==> config.mk <==
export PLATFORM = sky130hd
export DESIGN_NAME = mfd_regs
export DESIGN_NICKNAME = d
export VERILOG_FILES = /design/src/hw/mfd_pkg.sv /design/src/hw/mfd_regs.sv
export SDC_FILE = /design/constraint.sdc
export NUM_CORES = 1
export LEC_CHECK = 0
export ABC_AREA = 1
export BUFFER_PORTS_ARGS = -buffer_cell sky130_fd_sc_hd__buf_2
export CAP_MARGIN = 20
export CORE_UTILIZATION = 50
export DETAILED_ROUTE_END_ITERATION = 10
export HOLD_SLACK_MARGIN = 0.15
export PLACE_DENSITY = 0.85
export SLEW_MARGIN = 40
export SYNTH_ARGS = -nofsm -noshare
export SYNTH_HDL_FRONTEND = slang
export SYNTH_SLANG_ARGS = --single-unit
==> constraint.sdc <==
create_clock -name clk_i -period 4.2 [get_ports clk_i]
set_input_delay 0.84 -clock clk_i [delete_from_list [all_inputs] [get_ports clk_i]]
set_output_delay 0.84 -clock clk_i [all_outputs]
set_load 0.005 [all_outputs]
==> src/hw/mfd_pkg.sv <==
package mfd_pkg;

  // Register offsets, byte addresses on the register port
  localparam logic [7:0]  MFD_OFS_CTRL_FAULT      = 8'he2;
  localparam logic [7:0]  MFD_OFS_DEBUG_A         = 8'hec;
  localparam logic [7:0]  MFD_OFS_DEBUG_B         = 8'hee;
  localparam logic [7:0]  MFD_OFS_CURRENT_GAINS   = 8'hf0;
  localparam logic [7:0]  MFD_OFS_SPEED_GAINS     = 8'hf2;
  localparam logic [7:0]  MFD_OFS_MONITOR_CTRL    = 8'hf4;

  // Reset values
  localparam logic [31:0] MFD_RST_CTRL_FAULT      = 32'h0000_0000;
  localparam logic [31:0] MFD_RST_DEBUG_A         = 32'h0000_0000;

  // Controller fault word bit positions
  localparam int          MFD_BIT_FAULT_SUMMARY   = 31;
  localparam int          MFD_BIT_PD_FREQ         = 29;
  localparam int          MFD_BIT_PD_INTERVAL     = 28;
  localparam int          MFD_BIT_BUS_ILIMIT      = 26;
  localparam int          MFD_BIT_EMF_MEAS        = 24;
  localparam int          MFD_BIT_ABNORMAL_SPEED_LOCK       = 23;
  localparam int          MFD_BIT_ABN_EMF         = 22;
  localparam int          MFD_BIT_MISSING_MOTOR   = 21;
  localparam int          MFD_BIT_ANY_LOCK        = 20;
  localparam int          MFD_BIT_LOCK_ILIMIT     = 19;
  localparam int          MFD_BIT_HARD_LOCK       = 18;
  localparam int          MFD_BIT_SUPPLY_LOW      = 17;
  localparam int          MFD_BIT_SUPPLY_HIGH     = 16;
  localparam int          MFD_BIT_SPEED_SAT       = 15;
  localparam int          MFD_BIT_CURRENT_SAT     = 14;
  localparam int          MFD_BIT_WATCHDOG        = 3;

  // Debug control word bit positions
  localparam int          MFD_BIT_SPEED_SRC       = 31;
  localparam int          MFD_DUTY_MSB            = 30;
  localparam int          MFD_DUTY_LSB            = 16;
  localparam int          MFD_BIT_OPEN_LOOP       = 15;
  localparam int          MFD_BIT_ALIGN_HOLD      = 14;
  localparam int          MFD_BIT_SLOW_HOLD       = 13;
  localparam int          MFD_BIT_PD_HOLD         = 12;
  localparam int          MFD_BIT_SD_HOLD         = 11;
  localparam int          MFD_BIT_ANGLE_SRC       = 10;

  // Field widths
  localparam int          MFD_DUTY_W              = 15;
  localparam int          MFD_ANGLE_W             = 5;

  // Startup method codes seen on the startup method input
  typedef enum logic [1:0] {
    MFD_START_ALIGN        = 2'h0,
    MFD_START_DOUBLE_ALIGN = 2'h1,
    MFD_START_SLOW_CYCLE   = 2'h2,
    MFD_START_POS_DETECT   = 2'h3
  } mfd_startup_type;

  // Fault levels from the controller core
  typedef struct packed {
    logic pulse_detect_freq_error;
    logic pulse_detect_interval_error;
    logic bus_current_limit_active;
    logic param_meas_emf_error;
    logic abnormal_speed_lock;
    logic abnormal_emf_lock;
    logic missing_motor_fault;
    logic lock_current_limit_fault;
    logic hard_lock_current_limit_fault;
    logic supply_low_fault;
    logic supply_high_fault;
    logic speed_loop_saturated;
    logic current_loop_saturated;
    logic watchdog_fault;
  } mfd_fault_in_type;

  // Decoded debug control word
  typedef struct packed {
    logic                  speed_source_select;
    logic [MFD_DUTY_W-1:0] duty_command;
    logic                  open_loop_force;
    logic                  align_hold;
    logic                  slow_cycle_hold;
    logic                  position_detect_hold;
    logic                  speed_detect_hold;
    logic                  align_angle_source_select;
  } mfd_debug_type;

endpackage

==> src/hw/mfd_regs.sv <==
`timescale 1ns/1ns
module mfd_regs
  import mfd_pkg::*;
(
  input  wire logic                   clk_i,
  input  wire logic                   rst_i,
  input  wire logic [7:0]             reg_addr_i,
  input  wire logic                   reg_wr_i,
  input  wire logic [31:0]            reg_wdata_i,
  input  wire logic                   reg_rd_i,
  output logic      [31:0]            reg_rdata_o,
  output logic                        reg_rvalid_o,
  input  wire mfd_fault_in_type       faults_i,
  input  wire logic [MFD_DUTY_W-1:0]  analog_speed_i,
  input  wire mfd_startup_type        startup_method_i,
  input  wire logic                   initial_speed_detect_enable_i,
  input  wire logic [MFD_ANGLE_W-1:0] align_angle_i,
  input  wire logic [MFD_ANGLE_W-1:0] alternate_align_angle_i,
  output logic      [MFD_DUTY_W-1:0]  speed_command_o,
  output logic                        open_loop_force_o,
  output logic                        align_hold_o,
  output logic                        slow_cycle_hold_o,
  output logic                        position_detect_hold_o,
  output logic                        speed_detect_hold_o,
  output logic      [MFD_ANGLE_W-1:0] align_angle_o
);

  // Splits a written debug word into its fields
  function automatic mfd_debug_type unpack_debug(input logic [31:0] word);
    mfd_debug_type d;
    d.speed_source_select       = word[MFD_BIT_SPEED_SRC];
    d.duty_command              = word[MFD_DUTY_MSB:MFD_DUTY_LSB];
    d.open_loop_force           = word[MFD_BIT_OPEN_LOOP];
    d.align_hold                = word[MFD_BIT_ALIGN_HOLD];
    d.slow_cycle_hold           = word[MFD_BIT_SLOW_HOLD];
    d.position_detect_hold      = word[MFD_BIT_PD_HOLD];
    d.speed_detect_hold         = word[MFD_BIT_SD_HOLD];
    d.align_angle_source_select = word[MFD_BIT_ANGLE_SRC];
    return d;
  endfunction

  // Places the fault levels at their bit positions, summary on top
  function automatic logic [31:0] pack_faults(input mfd_fault_in_type f);
    logic [31:0] w;
    w                        = 32'h0000_0000;
    w[MFD_BIT_PD_FREQ]       = f.pulse_detect_freq_error;
    w[MFD_BIT_PD_INTERVAL]   = f.pulse_detect_interval_error;
    w[MFD_BIT_BUS_ILIMIT]    = f.bus_current_limit_active;
    w[MFD_BIT_EMF_MEAS]      = f.param_meas_emf_error;
    w[MFD_BIT_ABNORMAL_SPEED_LOCK]     = f.abnormal_speed_lock;
    w[MFD_BIT_ABN_EMF]       = f.abnormal_emf_lock;
    w[MFD_BIT_MISSING_MOTOR] = f.missing_motor_fault;
    w[MFD_BIT_ANY_LOCK]      = f.abnormal_speed_lock | f.abnormal_emf_lock | f.missing_motor_fault;
    w[MFD_BIT_LOCK_ILIMIT]   = f.lock_current_limit_fault;
    w[MFD_BIT_HARD_LOCK]     = f.hard_lock_current_limit_fault;
    w[MFD_BIT_SUPPLY_LOW]    = f.supply_low_fault;
    w[MFD_BIT_SUPPLY_HIGH]   = f.supply_high_fault;
    w[MFD_BIT_SPEED_SAT]     = f.speed_loop_saturated;
    w[MFD_BIT_CURRENT_SAT]   = f.current_loop_saturated;
    w[MFD_BIT_WATCHDOG]      = f.watchdog_fault;
    w[MFD_BIT_FAULT_SUMMARY] = |w[30:0];
    return w;
  endfunction

  logic [31:0]            status;
  logic [31:0]            next_status;
  mfd_debug_type          debug;
  mfd_debug_type          next_debug;
  logic [31:0]            next_rdata;
  logic                   next_rvalid;
  logic [MFD_DUTY_W-1:0]  next_speed_command;
  logic                   next_open_loop;
  logic                   next_align_hold;
  logic                   next_slow_hold;
  logic                   next_pd_hold;
  logic                   next_sd_hold;
  logic [MFD_ANGLE_W-1:0] next_align_angle;

  // Fault word follows the core's fault levels; bus writes never reach it
  always_comb
  begin
    next_status = pack_faults(faults_i);
  end

  always_ff @(posedge clk_i or posedge rst_i)
  begin
    if (rst_i)
      status <= MFD_RST_CTRL_FAULT;
    else
      status <= next_status;
  end

  // Debug word takes only full writes at its own offset
  always_comb
  begin
    next_debug = debug;
    if (reg_wr_i && reg_addr_i == MFD_OFS_DEBUG_A)
      next_debug = unpack_debug(reg_wdata_i);
  end

  always_ff @(posedge clk_i or posedge rst_i)
  begin
    if (rst_i)
      debug <= unpack_debug(MFD_RST_DEBUG_A);
    else
      debug <= next_debug;
  end

  // Read answer one cycle after the strobe; write-only and unmapped read zero
  always_comb
  begin
    next_rvalid = reg_rd_i;
    next_rdata  = 32'h0000_0000;
    if (reg_rd_i && reg_addr_i == MFD_OFS_CTRL_FAULT)
      next_rdata = status;
  end

  always_ff @(posedge clk_i or posedge rst_i)
  begin
    if (rst_i)
    begin
      reg_rdata_o  <= 32'h0000_0000;
      reg_rvalid_o <= 1'b0;
    end
    else
    begin
      reg_rdata_o  <= next_rdata;
      reg_rvalid_o <= next_rvalid;
    end
  end

  // Control outputs steered by the debug word
  always_comb
  begin
    next_speed_command = debug.speed_source_select ? debug.duty_command : analog_speed_i;
    next_open_loop     = debug.open_loop_force;
    next_align_hold    = debug.align_hold &&
                         (startup_method_i == MFD_START_ALIGN ||
                          startup_method_i == MFD_START_DOUBLE_ALIGN);
    next_slow_hold     = debug.slow_cycle_hold && startup_method_i == MFD_START_SLOW_CYCLE;
    next_pd_hold       = debug.position_detect_hold && startup_method_i == MFD_START_POS_DETECT;
    next_sd_hold       = debug.speed_detect_hold && initial_speed_detect_enable_i;
    next_align_angle   = debug.align_angle_source_select ? alternate_align_angle_i : align_angle_i;
  end

  always_ff @(posedge clk_i or posedge rst_i)
  begin
    if (rst_i)
    begin
      speed_command_o        <= '0;
      open_loop_force_o      <= 1'b0;
      align_hold_o           <= 1'b0;
      slow_cycle_hold_o      <= 1'b0;
      position_detect_hold_o <= 1'b0;
      speed_detect_hold_o    <= 1'b0;
      align_angle_o          <= '0;
    end
    else
    begin
      speed_command_o        <= next_speed_command;
      open_loop_force_o      <= next_open_loop;
      align_hold_o           <= next_align_hold;
      slow_cycle_hold_o      <= next_slow_hold;
      position_detect_hold_o <= next_pd_hold;
      speed_detect_hold_o    <= next_sd_hold;
      align_angle_o          <= next_align_angle;
    end
  end

  // Summary bit follows any core fault level; the reset release edge starts no attempt
  property p_summary;
    @(posedge clk_i) disable iff (rst_i)
    !rst_i |=> status[MFD_BIT_FAULT_SUMMARY] == ($past(faults_i) != '0);
  endproperty
  a_summary: assert property (p_summary) else $error("summary bit not OR of flags");

  // Fault word read returns the stored word one cycle later
  property p_status_read;
    @(posedge clk_i) disable iff (rst_i)
    (!rst_i && reg_rd_i && reg_addr_i == MFD_OFS_CTRL_FAULT) |=> (reg_rvalid_o && reg_rdata_o == $past(status));
  endproperty
  a_status_read: assert property (p_status_read) else $error("fault word read wrong");

  // Position detection frequency and interval faults land in their own bits
  property p_pd_flags;
    @(posedge clk_i) disable iff (rst_i)
    !rst_i |=> (status[MFD_BIT_PD_FREQ] == $past(faults_i.pulse_detect_freq_error)) &&
        (status[MFD_BIT_PD_INTERVAL] == $past(faults_i.pulse_detect_interval_error));
  endproperty
  a_pd_flags: assert property (p_pd_flags) else $error("position detect flags wrong");

  property p_pd_interval;
    @(posedge clk_i) disable iff (rst_i)
    (!rst_i && faults_i.pulse_detect_interval_error && !faults_i.pulse_detect_freq_error)
      |=> (status[MFD_BIT_PD_INTERVAL] && !status[MFD_BIT_PD_FREQ]);
  endproperty
  a_pd_interval: assert property (p_pd_interval) else $error("interval flag not separate");

  // Bus current limit bit rises one cycle after its input level rises
  property p_bus_ilimit;
    @(posedge clk_i) disable iff (rst_i)
    (!rst_i && $rose(faults_i.bus_current_limit_active)) |=> $rose(status[MFD_BIT_BUS_ILIMIT]);
  endproperty
  a_bus_ilimit: assert property (p_bus_ilimit) else $error("bus current limit bit lags");

  property p_emf_meas;
    @(posedge clk_i) disable iff (rst_i)
    (!rst_i && faults_i.param_meas_emf_error) |=> status[MFD_BIT_EMF_MEAS] && status[MFD_BIT_FAULT_SUMMARY];
  endproperty
  a_emf_meas: assert property (p_emf_meas) else $error("emf measure flag missing");

  // Each lock cause has its own bit; abnormal speed, abnormal EMF and missing motor also raise the combined lock bit
  property p_abnormal_speed_lock;
    @(posedge clk_i) disable iff (rst_i)
    (!rst_i && faults_i.abnormal_speed_lock && !faults_i.abnormal_emf_lock)
      |=> (status[MFD_BIT_ABNORMAL_SPEED_LOCK] && !status[MFD_BIT_ABN_EMF]);
  endproperty
  a_abnormal_speed_lock: assert property (p_abnormal_speed_lock) else $error("abnormal speed flag wrong");

  property p_abn_emf;
    @(posedge clk_i) disable iff (rst_i)
    (!rst_i && faults_i.abnormal_emf_lock && !faults_i.abnormal_speed_lock)
      |=> (status[MFD_BIT_ABN_EMF] && !status[MFD_BIT_ABNORMAL_SPEED_LOCK]);
  endproperty
  a_abn_emf: assert property (p_abn_emf) else $error("abnormal emf flag wrong");

  property p_missing;
    @(posedge clk_i) disable iff (rst_i)
    (!rst_i && faults_i.missing_motor_fault) |=> status[MFD_BIT_MISSING_MOTOR];
  endproperty
  a_missing: assert property (p_missing) else $error("missing motor flag absent");

  property p_any_lock;
    @(posedge clk_i) disable iff (rst_i)
    !rst_i |=> status[MFD_BIT_ANY_LOCK] == ($past(faults_i.abnormal_speed_lock) |
                                            $past(faults_i.abnormal_emf_lock) |
                                            $past(faults_i.missing_motor_fault));
  endproperty
  a_any_lock: assert property (p_any_lock) else $error("combined lock bit wrong");

  property p_lock_limits;
    @(posedge clk_i) disable iff (rst_i)
    !rst_i |=> (status[MFD_BIT_LOCK_ILIMIT] == $past(faults_i.lock_current_limit_fault)) &&
        (status[MFD_BIT_HARD_LOCK] == $past(faults_i.hard_lock_current_limit_fault));
  endproperty
  a_lock_limits: assert property (p_lock_limits) else $error("lock current limit flags wrong");

  property p_supply;
    @(posedge clk_i) disable iff (rst_i)
    !rst_i |=> (status[MFD_BIT_SUPPLY_LOW] == $past(faults_i.supply_low_fault)) &&
        (status[MFD_BIT_SUPPLY_HIGH] == $past(faults_i.supply_high_fault));
  endproperty
  a_supply: assert property (p_supply) else $error("supply flags wrong");

  property p_saturation;
    @(posedge clk_i) disable iff (rst_i)
    !rst_i |=> (status[MFD_BIT_SPEED_SAT] == $past(faults_i.speed_loop_saturated)) &&
        (status[MFD_BIT_CURRENT_SAT] == $past(faults_i.current_loop_saturated));
  endproperty
  a_saturation: assert property (p_saturation) else $error("saturation flags wrong");

  property p_watchdog_reserved;
    @(posedge clk_i) disable iff (rst_i)
    !rst_i |=> (status[MFD_BIT_WATCHDOG] == $past(faults_i.watchdog_fault)) && status[30] == 1'b0 &&
        status[27] == 1'b0 && status[25] == 1'b0 && status[13:4] == 10'h000 && status[2:0] == 3'h0;
  endproperty
  a_watchdog_reserved: assert property (p_watchdog_reserved) else $error("watchdog or reserved bits wrong");

  // Speed source mux picks host duty or analog input
  property p_speed_src;
    @(posedge clk_i) disable iff (rst_i)
    !rst_i |=> speed_command_o == ($past(debug.speed_source_select) ? $past(debug.duty_command)
                                                                     : $past(analog_speed_i));
  endproperty
  a_speed_src: assert property (p_speed_src) else $error("speed command source wrong");

  // A written duty reaches the output two cycles later when the override is written set
  property p_duty_write;
    @(posedge clk_i) disable iff (rst_i)
    (!rst_i && reg_wr_i && reg_addr_i == MFD_OFS_DEBUG_A && reg_wdata_i[MFD_BIT_SPEED_SRC])
      |=> ##1 speed_command_o == $past(reg_wdata_i[MFD_DUTY_MSB:MFD_DUTY_LSB], 2);
  endproperty
  a_duty_write: assert property (p_duty_write) else $error("duty write not applied");

  property p_open_loop;
    @(posedge clk_i) disable iff (rst_i)
    (!rst_i && reg_wr_i && reg_addr_i == MFD_OFS_DEBUG_A)
      |=> ##1 open_loop_force_o == $past(reg_wdata_i[MFD_BIT_OPEN_LOOP], 2);
  endproperty
  a_open_loop: assert property (p_open_loop) else $error("open loop force wrong");

  property p_align_hold;
    @(posedge clk_i) disable iff (rst_i)
    !rst_i |=> align_hold_o == ($past(debug.align_hold) && ($past(startup_method_i) == MFD_START_ALIGN ||
                                                            $past(startup_method_i) == MFD_START_DOUBLE_ALIGN));
  endproperty
  a_align_hold: assert property (p_align_hold) else $error("align hold wrong");

  property p_slow_hold;
    @(posedge clk_i) disable iff (rst_i)
    !rst_i |=> slow_cycle_hold_o == ($past(debug.slow_cycle_hold) &&
                                     $past(startup_method_i) == MFD_START_SLOW_CYCLE);
  endproperty
  a_slow_hold: assert property (p_slow_hold) else $error("slow cycle hold wrong");

  property p_pd_hold;
    @(posedge clk_i) disable iff (rst_i)
    !rst_i |=> position_detect_hold_o == ($past(debug.position_detect_hold) &&
                                          $past(startup_method_i) == MFD_START_POS_DETECT);
  endproperty
  a_pd_hold: assert property (p_pd_hold) else $error("position detect hold wrong");

  property p_sd_hold;
    @(posedge clk_i) disable iff (rst_i)
    !rst_i |=> speed_detect_hold_o == ($past(debug.speed_detect_hold) &&
                                       $past(initial_speed_detect_enable_i));
  endproperty
  a_sd_hold: assert property (p_sd_hold) else $error("speed detect hold wrong");

  property p_angle;
    @(posedge clk_i) disable iff (rst_i)
    !rst_i |=> align_angle_o == ($past(debug.align_angle_source_select) ? $past(alternate_align_angle_i)
                                                                        : $past(align_angle_i));
  endproperty
  a_angle: assert property (p_angle) else $error("align angle source wrong");

  property p_debug_wo;
    @(posedge clk_i) disable iff (rst_i)
    (!rst_i && reg_rd_i && reg_addr_i == MFD_OFS_DEBUG_A) |=> (reg_rvalid_o && reg_rdata_o == 32'h0000_0000);
  endproperty
  a_debug_wo: assert property (p_debug_wo) else $error("debug word readable");

  property p_status_write_ignored;
    @(posedge clk_i) disable iff (rst_i)
    (!rst_i && reg_wr_i && reg_addr_i == MFD_OFS_CTRL_FAULT && reg_wdata_i != 32'h0000_0000 &&
     faults_i == '0) |=> status == 32'h0000_0000;
  endproperty
  a_status_write_ignored: assert property (p_status_write_ignored) else $error("fault word took a write");

  // Read port is quiet between answers: no stray valid, data parked at zero
  property p_rvalid_only;
    @(posedge clk_i) disable iff (rst_i)
    (!rst_i && !reg_rd_i) |=> !reg_rvalid_o;
  endproperty
  a_rvalid_only: assert property (p_rvalid_only) else $error("read answer without a strobe");

  property p_rdata_idle;
    @(posedge clk_i) disable iff (rst_i)
    !reg_rvalid_o |-> reg_rdata_o == 32'h0000_0000;
  endproperty
  a_rdata_idle: assert property (p_rdata_idle) else $error("read data not parked at zero");

endmodule // mfd_regs

==> results.toml, run 1 <==
[setup_path]
r2r_slack_ns = 2.90
arrival_ns = 2.05
crit_chain = "buf_2 > inv_2 > nand2_1 > nor2_4 > nand2_4 > nand2_1 > nand2_1"
required_ns = 4.42
worst_setup_path_start_kind = "input pin"
path_common_cell = "nand2_1"
end_kind = "flip-flop"
r2r_end = "speed_command_o[1]$_DFF_PP0_"
reg2reg_from = "debug[21]$_DFFE_PP0P_"
crit_slowest_cell = "nor2_4"
max_stage_delay_ns = 0.48
r2r_cells = 1
critPathTopFamily = "simple AND/OR/NAND/NOR gates"
crit_type = "in -> reg"
cp_max_fo = 23
critPathBufInv = 2

[clock_network]
post_cts_resized = 0
cts.sinks = 80
cts_hold_repair.buffers = 0
tritoncts = "built"
insertion_delay_ns = 0.34
cts-buffers-inserted = 9
postCtsSetupBuffers = 0
cts_buffer_depth = 2
clock-root-buffer = "clkbuf_8"
cts.clk_slew.worst_paths_ns = 0.08
htreeDepth = 3

[timing]
fin_crit_sh = 0.436
slew_violations = 0
relSlewSlack = 0.539
setup-tns-final_ns = 0
setup_viol = 0
worstMarginPinSlew_ns = 0.692
max_clock_freq_mhz = 546
finalWorstSetupSlack_ns = 2.37
rsz0062_at_grt = "false"
final.min_clock_period_ns = 1.83
hold_viol = 0
finalClockSkew_ns = 0.0168

[route]
drt_first_pass_iters = 4
postRouteAntennaNets = 0
postRouteWirelength_um = 6040
drc = 0
drtIter0Drc = 88
routed_via_density = 4.62
wl_per_cell_um = 13.1
via_count = 2127

[synthesis]
avgSynthCellArea_um2 = 11.8
synth_mux_area_frac = 0.0725
synthSimpleGateAreaFrac = 0.184
seq_area_frac_synth = 0.644
synth_area_um2 = 3110
synthCells = 263
synthAdderAreaFrac = 0
synth_cell_type_count = 22
synth_top_family_by_area = "simple AND/OR/NAND/NOR gates"
synth-compound-area-share = 0
synth_xor_area_frac = 0
synth_warnings = 0
synth_seq_cells = 80

[floorplanning]
core_area_um2 = 5960
die_h_um = 80.8
start_util = 0.522
fp.dieW_um = 80.8
row_count = 28
die_area_um2 = 6540
ioPinCount = 144

[run]
max_cap_viol_count = 0

[global_route]
grt_pass1_vias = 2053
grt_max_degree = 47
grt_overflow = 0
grt_pass1_wl_um = 9600
antenna_found_initial = 0
grt_use_total = 0.198

[worst_hold_path]
holdPathStages = 0
holdCritPathClass = "reg -> reg"
hold_end = "open_loop_force_o$_DFF_PP0_"
hp-start = "next_open_loop$_DFFE_PP0P_"

[final_layout]
area_growth_pct = 23.5
drive_above_1_share = 0.429
final_nets = 466
final_common_cell = "buf_2"
fin_util = 0.644
diodes = 0
final_cell_mix = "117 x buf_2, 80 x dfrtp_1, 53 x nand2_1"
fillers = 504

[placed_design]
finalWeightedCongestion = 0.713
dpl.hpwl_um = 4320
io_buffer_count = 117
post-place-ws_ns = 1.97

[power]
power.density_nw_per_um2 = 387
p_leak_uw = 0.00214
ir_drop_v = 0.000221

[run_status]
status = "complete, no violations"
## power breakdown
group	total [µW]	switching (µW)	internal, µW	leakage (µW)
registers	811	13.0	798	0.00102
clock network	562	271	292	0.0000949
logic	111	58.6	52.6	0.00102
total	1480	342	1140	0.00214
## Yosys cell counts
| cell | number | area (µm²) |
|---|---|---|
| buf_4 | 19 | 143 |
| mux2_1 | 9 | 101 |
| nand3_1 | 23 | 115 |
| buf_2 | 1 | 5.00 |
| conb_1 | 1 | 3.75 |
| inv_1 | 20 | 75.1 |
| nand2_4 | 1 | 11.3 |
| mux2_2 | 11 | 124 |
| nor3_1 | 6 | 30.0 |
| nand3_2 | 1 | 10.0 |
| inv_2 | 3 | 11.3 |
| dfrtp_1 | 80 | 2000 |
| and3_1 | 1 | 6.26 |
| buf_6 | 6 | 67.6 |
| nand2_1 | 53 | 199 |
| nor2_1 | 13 | 48.8 |
| nor2_4 | 1 | 11.3 |
| nor2_8 | 1 | 20.0 |
| nor3_2 | 10 | 100 |
| nand4_2 | 1 | 12.5 |
| clkbuf_2 | 1 | 5.00 |
| nand2_2 | 1 | 6.26 |
## worst max-delay path by stage
| stage | start | to | slack, ns | depth (start not counted) |
|---|---|---|---|---|
| floorplan | rst_i | align_angle_o[0]$_DFF_PP0_ | 1.31 | 1 |
| global placement | reg_addr_i[1] | debug[14]$_DFFE_PP0P_ | 2.07 | 7 |
| detailed placement | reg_addr_i[1] | debug[4]$_DFFE_PP0P_ | 1.97 | 7 |
| CTS | reg_addr_i[1] | debug[8]$_DFFE_PP0P_ | 2.35 | 7 |
| global route | reg_addr_i[1] | debug[8]$_DFFE_PP0P_ | 2.26 | 7 |
| finish | reg_addr_i[1] | debug[4]$_DFFE_PP0P_ | 2.37 | 7 |
## flip-flops by register name, summed over array words and instances (netlist names)
signal	count
align_angle_o	5
align_hold_o	1
debug	21
next_open_loop	1
open_loop_force_o	1
position_detect_hold_o	1
reg_rdata_o	16
reg_rvalid_o	1
slow_cycle_hold_o	1
speed_command_o	15
speed_detect_hold_o	1
status	16
## cell type report
class	instances	area (µm²)	share of cell area
Clock buffer	10	138	0.0359
Clock inverter	6	66.3	0.0173
Inverter	23	88.8	0.0231
Multi-Input combinational cell	148	856	0.223
Sequential cell	80	2000	0.522
Tap cell	75	93.8	0.0245
Timing Repair Buffer	118	593	0.155
## kinds of logic (layout without fill, tap and decap cells)
family / count (synthesis) / after routing
multiplexers: 20 / 20
flip-flops: 80 / 80
buffers and inverters: 50 / 157
AND/OR/NAND/NOR: 112 / 112
other: 1 / 16
## metal layers
layer	GRT usage	wire length [µm]	up-vias
met3	0.0404	293	8
met5	0	0	-
met4	0.0750	79	0
met2	0.341	3240	81
met1	0.246	2430	1008
li1	-	-	1030
## stage by stage
stage,hold WS [ns],power [µW],std cells,area (µm²)
2_1_floorplan,0.354,891,278,3160
3_3_place_gp,0.358,934,444,3630
5_1_grt,0.415,1560,460,3840
4_1_cts,0.403,1500,460,3840
6_report,0.396,1480,460,3840
3_5_place_dp,0.394,940,444,3630
Power figures use the tool's default switching activity.
==> inputs of run 2 (changes only) <==
ABC_AREA = 0   (was 1)
CORE_UTILIZATION = 45   (was 50)
PLACE_DENSITY = 0.79   (was 0.85)
clock period = 1.7 ns   (was 4.2 ns; I/O delays follow)
==> run 2 against run 1 <==
Net effect: combinational power grew to 2.6 times the previous value; via count is 14% lower; die area rose by 3.1%; count of clock-buffer cells in the layout unchanged; hold slack lost 0.18 ns; first-iteration DRC count is 44% lower; global-route usage shrank 1.7 points; worst setup slack got worse by 2.3 ns; largest power group unchanged; routed wire length down 8.8%.
==> results.toml, run 2 <==
[final_layout]
final_common_cell = "buf_2"
drive_above_1_share = 0.560
largest-register = "debug"
multi_input_area_um2 = 777
ff_latch_area_um2 = 2000
final_nets = 404
largest_reg_flops = 21
fillers = 465
final_cell_mix = "117 x buf_2, 80 x dfrtp_1, 40 x mux2_2"
reg_top3 = "debug x21, reg_rdata_o x16, status x16"
fin_util = 0.643
area_growth_pct = 35.1
diodes = 0

[global_route]
grt_pass1_wl_um = 8640
grt_max_degree = 81
grt_pass1_vias = 1858
grtUsageMet2 = 0.311
grtUsageMet1 = 0.200
antenna_found_initial = 0
grt-busiest-layer = "met2"
grt_use_total = 0.181
grt_use_met3 = 0.0622
grt_overflow = 0

[timing]
hold_viol = 0
setup_viol = 0
fin_crit_sh = 0.931
max_clock_freq_mhz = 632
setup-tns-final_ns = 0
fin_hold_ws_ns = 0.218
slew_violations = 0
relSlewSlack = 0.533
rsz0062_at_grt = "false"
worstMarginPinSlew_ns = 0.700
finalClockSkew_ns = 0.00501
final.min_clock_period_ns = 1.58

[setup_path]
r2r_cells = 1
r2r_end = "speed_command_o[9]$_DFF_PP0_"
crit_type = "in -> reg"
end_kind = "flip-flop"
r2r_slack_ns = 0.37
startpoint = "reg_rd_i"
max_stage_delay_ns = 0.53
cp_max_fo = 16
worst_setup_path_start_kind = "input pin"
reg2reg_from = "debug[21]$_DFFE_PP0P_"
crit_slowest_cell = "dlygate4sd3_1"
crit_chain = "dlygate4sd3_1 > buf_2 > nand4bb_1 > nor4_4 > and2_1"
arrival_ns = 1.86
critPathBufInv = 2
required_ns = 1.98
critPathTopFamily = "simple AND/OR/NAND/NOR gates"

[route]
drt_first_pass_iters = 4
drtIter0Drc = 49
routed_via_density = 4.60
drc = 0
postRouteWirelength_um = 5500
wl_per_cell_um = 13.8
via_count = 1831
postRouteAntennaNets = 0

[synthesis]
synth_seq_cells = 80
synth_cell_type_count = 20
synth_top_area_share = 0.694
avgSynthCellArea_um2 = 16.3
seq_area_frac_synth = 0.694
synth_flop_cell = "dfrtp_1"
synth_warnings = 0
synthAdderAreaFrac = 0
synth.top_cells.by_count = "80 x dfrtp_1, 40 x mux2_2, 17 x and2_1"
synthArstFlopShare = 1.00
netlist_top_cells_area = "dfrtp_1 69%, mux2_2 16%, buf_4 4.2%"
synth_top_area_cell = "dfrtp_1"
synth_top_family_by_area = "multiplexers"
synthCells = 177
synthSimpleGateAreaFrac = 0.0846
synth_mux_area_frac = 0.164
synth_area_um2 = 2890
synth-compound-area-share = 0
synth_most_common_cell = "dfrtp_1"
synth_edf_count = 0
synth_xor_area_frac = 0

[clock_network]
cts-buffers-inserted = 9
cts.clk_slew.worst_paths_ns = 0.09
cts.sinks = 80
cts_buffer_depth = 2
htreeDepth = 3
clock-root-buffer = "clkbuf_8"
tritoncts = "built"
post_cts_resized = 0
insertion_delay_ns = 0.34

[power]
ir_drop_v = 0.000723
combPwrFrac = 0.076
p_leak_uw = 0.00206
p_switching_uw = 870
pwr-share-clk = 0.390
p_int_uw = 2880
swShare = 0.232
power.density_nw_per_um2 = 962
pwr-share-seq = 0.534

[worst_hold_path]
hold_end = "speed_detect_hold_o$_DFF_PP0_"
holdPathStages = 2
holdCritPathClass = "in -> reg"
hp-start = "initial_speed_detect_enable_i"

[placed_design]
io_buffer_count = 117
dpl.hpwl_um = 3700
finalWeightedCongestion = 0.725

[run_status]
status = "complete, no violations"

[floorplanning]
fp.dieW_um = 82.1
row_count = 28
ioPinCount = 144
die_h_um = 82.1
start_util = 0.476
core_area_um2 = 6060
die_area_um2 = 6740

[run]
max_cap_viol_count = 0
## run 2: timing repair
action / CTS / global route
hold buffers: 17 / 0
hold endpoints to repair: 96 / 0
setup buffers: 0 / 0
## run 2: cells by family after synthesis
logic type,after synthesis
buffers and inverters,23
DFF,80
muxes,42
other,1
and+or+nand+nor,31
## run 2: power by group through the flow
stage	Combinational (µW)	Clock (µW)	Sequential [µW]
4_1_cts	290	1510	2000
6_report	287	1460	2000
3_5_place_dp	259	0	2040
3_3_place_gp	251	0	2040
5_1_grt	322	1580	2010
2_1_floorplan	144	0	2030
## run 2: stage by stage
stage               cell area, µm²  cells  setup slack [ns]  total power, µW
global route                  3900    398           0.00436             3920
floorplan                     2950    192             0.267             2180
finish                        3900    398             0.117             3750
CTS                           3900    398             0.116             3810
global placement              3510    365            0.0837             2290
detailed placement            3510    365            0.0675             2300
## run 2: layout make-up
type / instances / share of cell area
clock inverters: 6 / 0.0196
clock buffers: 10 / 0.0353
well taps: 75 / 0.0241
multi-input cells: 89 / 0.199
repair buffers: 137 / 0.206
flip-flops and latches: 80 / 0.514
inverters: 1 / 0.00193
## run 2: how the worst max path moves through the flow
stage	to	slack, ns	cells past startpoint
finish	reg_rdata_o[18]$_DFF_PP0_	0.12	5
global route	reg_rdata_o[18]$_DFF_PP0_	0.004	5
CTS	reg_rdata_o[18]$_DFF_PP0_	0.12	5
detailed placement	debug[2]$_DFFE_PP0P_	0.07	5
global placement	debug[13]$_DFFE_PP0P_	0.08	5
floorplan	debug[0]$_DFFE_PP0P_	0.27	4
## run 2: routing by layer
metal / part of all wire / vias to the layer above
li1: - / 849
met1: 0.38 / 896
met2: 0.53 / 75
met3: 0.065 / 11
met4: 0.021 / 0
met5: 0 / -
